File: config.mk
export PLATFORM = sky130hd
export DESIGN_NAME = xoc_osc_control
export DESIGN_NICKNAME = d
export VERILOG_FILES = /design/src/common/xoc_pkg.sv /design/src/design/xoc_osc_control.sv /design/src/design/xoc_startup_counter.sv
export VERILOG_INCLUDE_DIRS = /design/src /design/src/common
export SDC_FILE = /design/constraint.sdc
export NUM_CORES = 1
export LEC_CHECK = 0
export ABC_CLOCK_PERIOD_IN_PS = 2000
export BUFFER_PORTS_ARGS = -buffer_cell sky130_fd_sc_hd__buf_2
export CAP_MARGIN = 20
export CELL_PAD_IN_SITES_DETAIL_PLACEMENT = 0
export CELL_PAD_IN_SITES_GLOBAL_PLACEMENT = 1
export CORE_MARGIN = 2
export CORE_UTILIZATION = 30
export DETAILED_ROUTE_END_ITERATION = 8
export HOLD_SLACK_MARGIN = 0.05
export PLACE_DENSITY = 0.78
export SKIP_CTS_REPAIR_TIMING = 1
export SLEW_MARGIN = 20
export SYNTH_ARGS = -nofsm -noshare
export SYNTH_HDL_FRONTEND = slang
export SYNTH_SLANG_ARGS = --single-unit
File: constraint.sdc
create_clock -name clk -period 2 [get_ports clk]
set_input_delay 0.3 -clock clk [delete_from_list [all_inputs] [get_ports clk]]
set_output_delay 0.3 -clock clk [all_outputs]
set_load 0.05 [all_outputs]
File: src/common/xoc_regs.svh
// register offsets, field positions, reset values and timing counts of the oscillator control
`ifndef XOC_REGS_SVH
`define XOC_REGS_SVH
`define XOC_CTRL_OFFSET 32'h4006_5000
`define XOC_STATUS_OFFSET 32'h4006_5004
`define XOC_CTRL_RESET 8'h00
`define XOC_CTRL_WMASK 8'hAF
`define XOC_BIT_REF_EN 7
`define XOC_BIT_STOP_EN 5
`define XOC_BIT_CAP2 3
`define XOC_BIT_CAP4 2
`define XOC_BIT_CAP8 1
`define XOC_BIT_CAP16 0
`define XOC_STARTUP_COUNT 4096
`endif

File: src/common/xoc_pkg.sv
// types of the oscillator control
package xoc_pkg;
    typedef enum logic [1:0] {
        XOC_OFF,
        XOC_STARTUP,
        XOC_STABLE,
        XOC_EXTCLK
    } xoc_state_e;
    typedef logic [7:0] xoc_ctrl_t;
endpackage

File: src/design/xoc_osc_control.sv
// control register, state sequencing and clock gating of the crystal oscillator
// Overview of operation
// - bit 7 enables the peripheral reference clock output.
// - bit 5 keeps reference clock running in stop if enable already set.
// - bits 6 and 4 are reserved, read-only, read as zero.
// - bits 3..0 each switch in a 2, 4, 8 or 16 pF load capacitor.
// - enabled with internal oscillator selected enters startup with output gated off.
// - startup counts 4096 raw oscillator cycles then declares stable and passes clock.
// - stable state holds while enabled, internal selected and count done.
// - enabled with internal select clear buffers input pin straight to output.
// - off state decouples both pins and holds oscillator clock static unless internal select is clear.
// - startup counter clears whenever clocks are not requested.
// - in stop the oscillator runs only if both enable bits set.
//
// The Wishbone register port was left to the implementer.
`timescale 1ns/10ps
`include "xoc_regs.svh"
module xoc_osc_control #(
    parameter int STARTUP_COUNT = `XOC_STARTUP_COUNT
) (
    input wire logic clk,
    input wire logic nrst,
    input wire logic wb_cyc_i,
    input wire logic wb_stb_i,
    input wire logic wb_we_i,
    input wire logic [31:0] wb_adr_i,
    input wire logic [3:0] wb_sel_i,
    input wire logic [31:0] wb_dat_i,
    output logic [31:0] wb_dat_o,
    output logic wb_ack_o,
    output logic wb_err_o,
    input wire logic osc_enable,
    input wire logic internal_osc_select,
    input wire logic stop_mode,
    input wire logic osc_input_pin,
    input wire logic amp_ok,
    output logic osc_output_pin_o,
    output logic osc_output_pin_oe_n,
    output logic osc_clk_out,
    output logic peripheral_ref_clock,
    output logic osc_pins_coupled,
    output logic osc_running,
    output logic [3:0] load_cap_sel
);
    import xoc_pkg::*;

    xoc_ctrl_t ctrl_ff;
    xoc_ctrl_t nxt_ctrl;
    logic ack_ff;
    logic nxt_ack;
    logic err_ff;
    logic nxt_err;
    logic [31:0] rdat_ff;
    logic [31:0] nxt_rdat;
    xoc_state_e state_ff;
    xoc_state_e nxt_state;
    logic raw_prev_ff;
    logic nxt_raw_prev;
    logic clk_out_ff;
    logic nxt_clk_out;
    logic ref_ff;
    logic nxt_ref;
    logic xout_ff;
    logic nxt_xout;
    logic req;
    logic hit_ctrl;
    logic hit_stat;
    logic raw_osc_clock;
    logic raw_tick;
    logic startup_count_done;
    logic ref_clock_enable;
    logic ref_clock_stop_enable;
    logic run_req;

    assign ref_clock_enable = ctrl_ff[`XOC_BIT_REF_EN];
    assign ref_clock_stop_enable = ctrl_ff[`XOC_BIT_STOP_EN];
    // in stop the chip drops its request; the oscillator survives only if both bits set
    assign run_req = stop_mode ? (ref_clock_enable && ref_clock_stop_enable)
                               : osc_enable;
    assign req = wb_cyc_i && wb_stb_i && !wb_ack_o && !wb_err_o;
    assign hit_ctrl = wb_adr_i == `XOC_CTRL_OFFSET;
    assign hit_stat = wb_adr_i == `XOC_STATUS_OFFSET;

    // register bus: one registered answer per request, one clock later; error on unmapped address
    always_comb begin
        nxt_ctrl = ctrl_ff;
        nxt_ack = 1'b0;
        nxt_err = 1'b0;
        nxt_rdat = rdat_ff;
        if (req) begin
            nxt_ack = hit_ctrl || hit_stat;
            nxt_err = !(hit_ctrl || hit_stat);
            nxt_rdat = 32'h0000_0000;
            if (hit_ctrl) begin
                if (wb_we_i && wb_sel_i[0]) begin
                    // reserved bits 6 and 4 never store
                    nxt_ctrl = wb_dat_i[7:0] & `XOC_CTRL_WMASK;
                end
                nxt_rdat = {24'h00_0000, ctrl_ff & `XOC_CTRL_WMASK};
            end else if (hit_stat) begin
                nxt_rdat = {26'h000_0000, startup_count_done, raw_osc_clock,
                            2'(state_ff), osc_clk_out, peripheral_ref_clock};
            end
        end
    end

    always_ff @(posedge clk) begin
        if (!nrst) begin
            ctrl_ff <= `XOC_CTRL_RESET;
            ack_ff <= 1'b0;
            err_ff <= 1'b0;
            rdat_ff <= 32'h0000_0000;
        end else begin
            ctrl_ff <= nxt_ctrl;
            ack_ff <= nxt_ack;
            err_ff <= nxt_err;
            rdat_ff <= nxt_rdat;
        end
    end

    assign wb_ack_o = ack_ff;
    assign wb_err_o = err_ff;
    assign wb_dat_o = rdat_ff;

    // off: pins decoupled; raw clock static unless the external input is chosen
    assign osc_pins_coupled = (state_ff != XOC_OFF);
    assign raw_osc_clock = (state_ff == XOC_OFF) ? (!internal_osc_select && osc_input_pin)
                                                 : (osc_input_pin && amp_ok);
    assign raw_tick = raw_osc_clock && !raw_prev_ff;

    xoc_startup_counter #(
        .COUNT(STARTUP_COUNT)
    ) u_counter (
        .clk(clk),
        .nrst(nrst),
        // kept through stable so the done indication stands while the clock is passed
        .clear(state_ff != XOC_STARTUP && state_ff != XOC_STABLE),
        .tick(raw_tick),
        .done(startup_count_done)
    );

    always_comb begin
        nxt_state = state_ff;
        case (state_ff)
            XOC_OFF: begin
                if (run_req && internal_osc_select) begin
                    nxt_state = XOC_STARTUP;
                end else if (run_req) begin
                    nxt_state = XOC_EXTCLK;
                end
            end
            XOC_STARTUP: begin
                if (!run_req || !internal_osc_select) begin
                    nxt_state = XOC_OFF;
                end else if (startup_count_done) begin
                    nxt_state = XOC_STABLE;
                end
            end
            XOC_STABLE: begin
                // leaves only when the request or selection drops
                if (!run_req || !internal_osc_select) begin
                    nxt_state = XOC_OFF;
                end
            end
            XOC_EXTCLK: begin
                if (!run_req || internal_osc_select) begin
                    nxt_state = XOC_OFF;
                end
            end
            default: nxt_state = XOC_OFF;
        endcase
    end

    always_comb begin
        nxt_raw_prev = raw_osc_clock;
        nxt_clk_out = 1'b0;
        nxt_xout = 1'b0;
        case (state_ff)
            XOC_STABLE: nxt_clk_out = raw_osc_clock;
            XOC_EXTCLK: nxt_clk_out = osc_input_pin;
            default: nxt_clk_out = 1'b0;
        endcase
        if (state_ff == XOC_STARTUP || state_ff == XOC_STABLE) begin
            nxt_xout = !osc_input_pin;
        end
        // gated copy for peripherals; in stop passed only while the stop enable bit is set
        nxt_ref = ref_clock_enable && nxt_clk_out
                  && (!stop_mode || ref_clock_stop_enable);
    end

    always_ff @(posedge clk) begin
        if (!nrst) begin
            state_ff <= XOC_OFF;
            raw_prev_ff <= 1'b0;
            clk_out_ff <= 1'b0;
            ref_ff <= 1'b0;
            xout_ff <= 1'b0;
        end else begin
            state_ff <= nxt_state;
            raw_prev_ff <= nxt_raw_prev;
            clk_out_ff <= nxt_clk_out;
            ref_ff <= nxt_ref;
            xout_ff <= nxt_xout;
        end
    end

    assign osc_clk_out = clk_out_ff;
    assign peripheral_ref_clock = ref_ff;
    assign osc_output_pin_o = xout_ff;
    // output pin only driven by the amplifier; external mode leaves it free for other use
    assign osc_output_pin_oe_n = !(state_ff == XOC_STARTUP || state_ff == XOC_STABLE);
    assign osc_running = (state_ff != XOC_OFF);
    assign load_cap_sel = {ctrl_ff[`XOC_BIT_CAP16], ctrl_ff[`XOC_BIT_CAP8],
                           ctrl_ff[`XOC_BIT_CAP4], ctrl_ff[`XOC_BIT_CAP2]};
endmodule

File: src/design/xoc_startup_counter.sv
// startup cycle counter clocked by clk, counting rising edges of the raw oscillator samples
`timescale 1ns/10ps
module xoc_startup_counter #(
    parameter int COUNT = 4096
) (
    input wire logic clk,
    input wire logic nrst,
    input wire logic clear,
    input wire logic tick,
    output logic done
);
    localparam int W = $clog2(COUNT + 1);
    logic [W-1:0] cnt_ff;
    logic [W-1:0] nxt_cnt;
    logic done_ff;
    logic nxt_done;

    always_comb begin
        nxt_cnt = cnt_ff;
        nxt_done = done_ff;
        if (clear) begin
            nxt_cnt = '0;
            nxt_done = 1'b0;
        end else if (tick && !done_ff) begin
            nxt_cnt = cnt_ff + W'(1);
            nxt_done = (cnt_ff == W'(COUNT - 1));
        end
    end

    always_ff @(posedge clk) begin
        if (!nrst) begin
            cnt_ff <= '0;
            done_ff <= 1'b0;
        end else begin
            cnt_ff <= nxt_cnt;
            done_ff <= nxt_done;
        end
    end

    assign done = done_ff;
endmodule

-- After elaboration in Yosys (flattened, before gate mapping)
Index checks and enable logic that the tools add are counted.
- bits of input ports: 78
- logic and storage cells: 72
- output and inout bits: 44
- bits in registers: 60
- bitwise logic cells: 1
- equal/unequal tests: 12
- mux-type cells: 12
- add/subtract/negate cells: 1
- reduce and logical (&&, ||, !) cells: 35
- operators by type and width (operator ; number):
    equality test 32 x 31 -> 1 bit (second input constant) ; 2
    adder 13 x 1 -> 13 bit (second input constant) ; 1
    equality test 13 x 12 -> 1 bit (second input constant) ; 1
    logical AND 1 bit ; 13
    two-way mux 2 bit ; 6
    zero test 1 bit ; 10
    two-way mux 8 bit ; 1
    case mux 2 bit (4 select lines) ; 1
    two-way mux 6 bit ; 1
    != test 2 bit (second input constant) ; 3
    != test 3 x 2 -> 1 bit (second input constant) ; 2
    logical OR 1 bit ; 5
    equality test 2 bit (second input constant) ; 2
    AND reduction 2 bit ; 2
    AND reduction 4 bit ; 1
    AND reduction 3 bit ; 1
    equality test 2 x 1 -> 1 bit (second input constant) ; 1
    zero test 2 bit ; 1
    two-way mux 1 bit ; 2
    != test 2 x 1 -> 1 bit (second input constant) ; 1
    case mux 1 bit (2 select lines) ; 1
    nonzero test 2 bit ; 1
    OR reduction 2 bit ; 1
    inverter 1 bit ; 1

-- Longest topological paths before layout
- word-level depth: 6
- mapped depth: 7
- gate-level depth less buffers: 6

-- By module
A second synthesis with hierarchy kept.
- cells, all modules: 226
- area total of the unflattened synthesis: 2010.7 µm²
- by module, submodules not included (module ; cells an instance ; instances ; area each (µm²) ; sequential area each (µm²)):
    xoc_osc_control ; 159 ; 1 ; 1381.3 ; 420.4
    xoc_startup_counter ; 67 ; 1 ; 629.4 ; 280.3

-- Worst setup path after synthesis
No wires, ideal clock.
- path kind: register to register
- start: register state_ff[0]
- end: register u_counter.cnt_ff[7]
- clock period less this slack: 1816 ps
- cell stages (with the launch flop): 7
- path buffers: 0
- data arrival time: 1745 ps
- library setup time: 70 ps
- setup slack: 184 ps
- required time: 1930 ps
- path through: dfxtp_1 inv_1 ha_1 nor2b_1 o2111ai_1 or4_1 a21oi_1
- word-level cells in the longest chain between the ends: 4
- elaborated cells between the ends (all ways): 8
- those cells by class: eq/ne: 2; mux: 1; reduce/logical: 5
- RTL lines (item ; RTL line ; text):
    start, declared ; xoc_osc_control.sv:55 ; xoc_state_e state_ff;
    start signal, assigned ; xoc_osc_control.sv:199 ; state_ff <= nxt_state;
    zero test 2 bit ; xoc_osc_control.sv:127 ; assign raw_osc_clock = (state_ff == XOC_OFF) ? (!internal_osc_select && osc_input_pin)
    two-way mux 1 bit ; xoc_osc_control.sv:127 ;
    logical AND 1 bit ; xoc_osc_control.sv:129 ; assign raw_tick = raw_osc_clock && !raw_prev_ff;
    logical AND 1 bit ; xoc_startup_counter.sv:24 ; end else if (tick && !done_ff) begin
    end signal, assigned ; xoc_startup_counter.sv:35 ; cnt_ff <= nxt_cnt;
    end, declared ; xoc_startup_counter.sv:13 ; logic [W-1:0] cnt_ff;
Parallel ways exist; a longest one is shown, timed or not.
A chain may end at the register's enable or synchronous reset.

-- Worst setup path after layout
- start: register state_ff[1]
- end: register u_counter.cnt_ff[11]
The elaborated chain is that of the path after synthesis.

==> flow_metrics.tcl <==
set metrics [dict create \
    outcome "finished, final reports clean" \
    cts_root_buf "clkbuf_8" \
    cp.depth 6 \
    cts_inserted_buffers 5 \
    ys_seq_elements 35 \
    synth_area_leader_cell "dfxtp_1" \
    synth_flop_cell "dfxtp_1" \
    die_y_um 86.3 \
    gp_congestion 0.746 \
    layout_setup_ws_ns 0.188 \
    rows 29 \
    core_um2 6460 \
    dpl-instance-area_um2 2370 \
    worst_setup_path_end_kind "register" \
    dp_hpwl_um 3570 \
    viasPerCell 4.70 \
    drt_iter0_drc 67 \
    hold_depth 3 \
    grt-ovfl-total 0 \
    clock-skew-final_ns 0.00796 \
    synth_area_um2 2030 \
    routed_wl_um 4600 \
    ys_warn_count 0 \
    cp_data_arrival_time_ns 2.03 \
    start_util 0.314 \
    period_share 0.906 \
    final_cell_area_um2 2500 \
    cp_top_family "simple AND/OR/NAND/NOR gates" \
    synth_top_area_frac 0.345 \
    max-vdd-ir-drop_mv 0.427 \
    dieArea_um2 7440 \
    first_pass_iters 4 \
    synth_edf_count 0 \
    hold_viol_final 0 \
    grt_pass1_wl_um 7320 \
    p_leak_nw 1.13 \
    yosys-top-cells-area "dfxtp_1, buf_4, mux2i_1" \
    finalSetupTns_ns 0 \
    area_growth_pct 23.1 \
    dieWidth_um 86.3 \
    hold_end "ctrl_ff[5]" \
    worst-path-buf-inv 1 \
    ant_nets 0 \
    place_ws_ns 0.153 \
    synthCells 229 \
    synth_common_cells "dfxtp_1, buf_4, nand2_1" \
    grt_max_degree 29 \
    diodes 0 \
    path_max_fanout 5 \
    startpoint_type "register" \
    port_buffers 67 \
    vias 1778 \
    layout.cells.non_filler 378 \
    fillers 666 \
    drive_gt1_frac 0.352 \
    antenna_found_initial 0 \
    drc 0 \
    yosysMostFrequentCell "dfxtp_1" \
    rrSetupSlack_ns 0.19 \
    yosysSeqAreaShare 0.345 \
    crit_slowest_cell "or4_1" \
    io_pins 122 \
    fin_crit_ns 1.81 \
    max_freq_mhz 552 \
    insertion_delay_ns 0.29 \
    nNetsFinal 384 \
    setup_viol 0 \
    cts.sinks 35 \
    hp-class "input pin to register" \
    min_from "wb_dat_i[5]" \
    power.density_nw_per_um2 918 \
    clk_pin_slew_ns 0.08 \
    placed_cells 370 \
    grt_pass1_vias 1601 \
    drv_slew 0 \
    rsz0062_at_grt "false" \
    postSynthAreaPerCell_um2 8.86 \
    wl_per_cell_um 12.2 \
    h-tree-depth 2 \
    rr_startpoint "state_ff[1]" \
    cts_buffer_depth 2 \
    critPathKind "register to register" \
    cts_tree "built" \
    drv_cap 0 \
    grt_usage 0.122 \
    cp.required_ns 2.22 \
    cp_cell_sequence "inv_1, ha_2, and2b_1, o211ai_1, or4_1, a21oi_1" \
    async_reset_ff_frac 0 \
    ys_types 43 \
    worstReg2RegEnd "u_counter.cnt_ff[11]" \
    slowest_delay_ns 0.55 \
    ff2ff_path_depth 6 \
]
==> power breakdown <==
group	leakage, nW	switching (mW)	total (mW)	internal, mW
clock	0.0612	0.270	0.673	0.404
combinational	0.785	0.605	0.870	0.265
sequential	0.283	0.0189	0.750	0.731
total	1.13	0.894	2.29	1.40
==> through the flow <==
| step | power, mW | utilization | hold slack [ns] |
|---|---|---|---|
| after floorplan | 1.43 | - | 0.442 |
| after global placement | 1.62 | 0.368 | 0.462 |
| after detailed placement | 1.62 | 0.368 | 0.472 |
| after CTS | 2.30 | 0.386 | 0.245 |
| after global routing | 2.42 | 0.387 | 0.256 |
| final | 2.29 | 0.387 | 0.249 |
==> cell type report <==
cell class	count	area [um2]	share of cell area
Clock buffer	6	82.6	0.0331
Clock inverter	2	35.0	0.0140
Inverter	9	33.8	0.0135
Multi-Input combinational cell	172	1140	0.456
Sequential cell	35	701	0.281
Tap cell	77	96.3	0.0386
Timing Repair Buffer	77	410	0.164
==> cells by family (layout without fill, tap and decap cells) <==
logic type               after synthesis  after routing  synth area share
AO/OA/AOI/OAI                         37             37             0.126
XOR/XNOR                               1              1           0.00432
adder cells (fa/ha/maj)                6              6            0.0370
buffers and inverters                 46             94             0.141
flip-flops                            35             35             0.345
multiplexers                          15             15            0.0764
other                                  1             25           0.00185
AND/OR/NAND/NOR                       88             88             0.269
==> state kept, by name, indices dropped and copies added (netlist names) <==
| signal | count |
|---|---|
| ctrl_ff | 6 |
| wb_err_o | 1 |
| osc_output_pin_o | 1 |
| raw_prev_ff | 1 |
| wb_ack_o | 1 |
| wb_dat_o | 7 |
| u_counter.done | 1 |
| u_counter.cnt_ff | 13 |
| peripheral_ref_clock | 1 |
| state_ff | 2 |
| osc_clk_out | 1 |
==> placed cells by master, fill, tap and decap left out, types with 8 or more instances in the layout <==
| cell | instances |
|---|---|
| buf_2 | 67 |
| dfxtp_1 | 35 |
| conb_1 | 25 |
| nand2_1 | 20 |
| nor2_1 | 11 |
| a21oi_1 | 11 |
| mux2i_1 | 11 |
| buf_4 | 10 |
| inv_1 | 9 |
| nand3_1 | 8 |
==> how the worst max path moves through the flow <==
| stage | start | endpoint | slack, ns |
|---|---|---|---|
| CTS | state_ff[1] | u_counter.cnt_ff[3] | 0.12 |
| detailed placement | state_ff[1] | u_counter.cnt_ff[4] | 0.15 |
| global route | state_ff[1] | u_counter.cnt_ff[6] | 0.03 |
| global placement | state_ff[1] | u_counter.cnt_ff[4] | 0.19 |
| floorplan | state_ff[0] | u_counter.cnt_ff[7] | 0.18 |
| finish | state_ff[1] | u_counter.cnt_ff[11] | 0.19 |
==> per-layer routing <==
layer | wire length (um) | share of wire | vias to the layer above | track usage
met5 | 0 | 0 | - | 0
met3 | 225 | 0.049 | 6 | 0.0238
met1 | 2150 | 0.47 | 804 | 0.162
met4 | 60 | 0.013 | 0 | 0.0412
li1 | - | - | 912 | -
met2 | 2170 | 0.47 | 56 | 0.200
==> worst min-delay path, delay by kind of cell <==
kind,cells,cell delay [ns]
buffers and inverters,1,0.09
multiplexers,1,0.06
AND/OR/NAND/NOR,1,0.04
(Power assumes the default switching activity.)
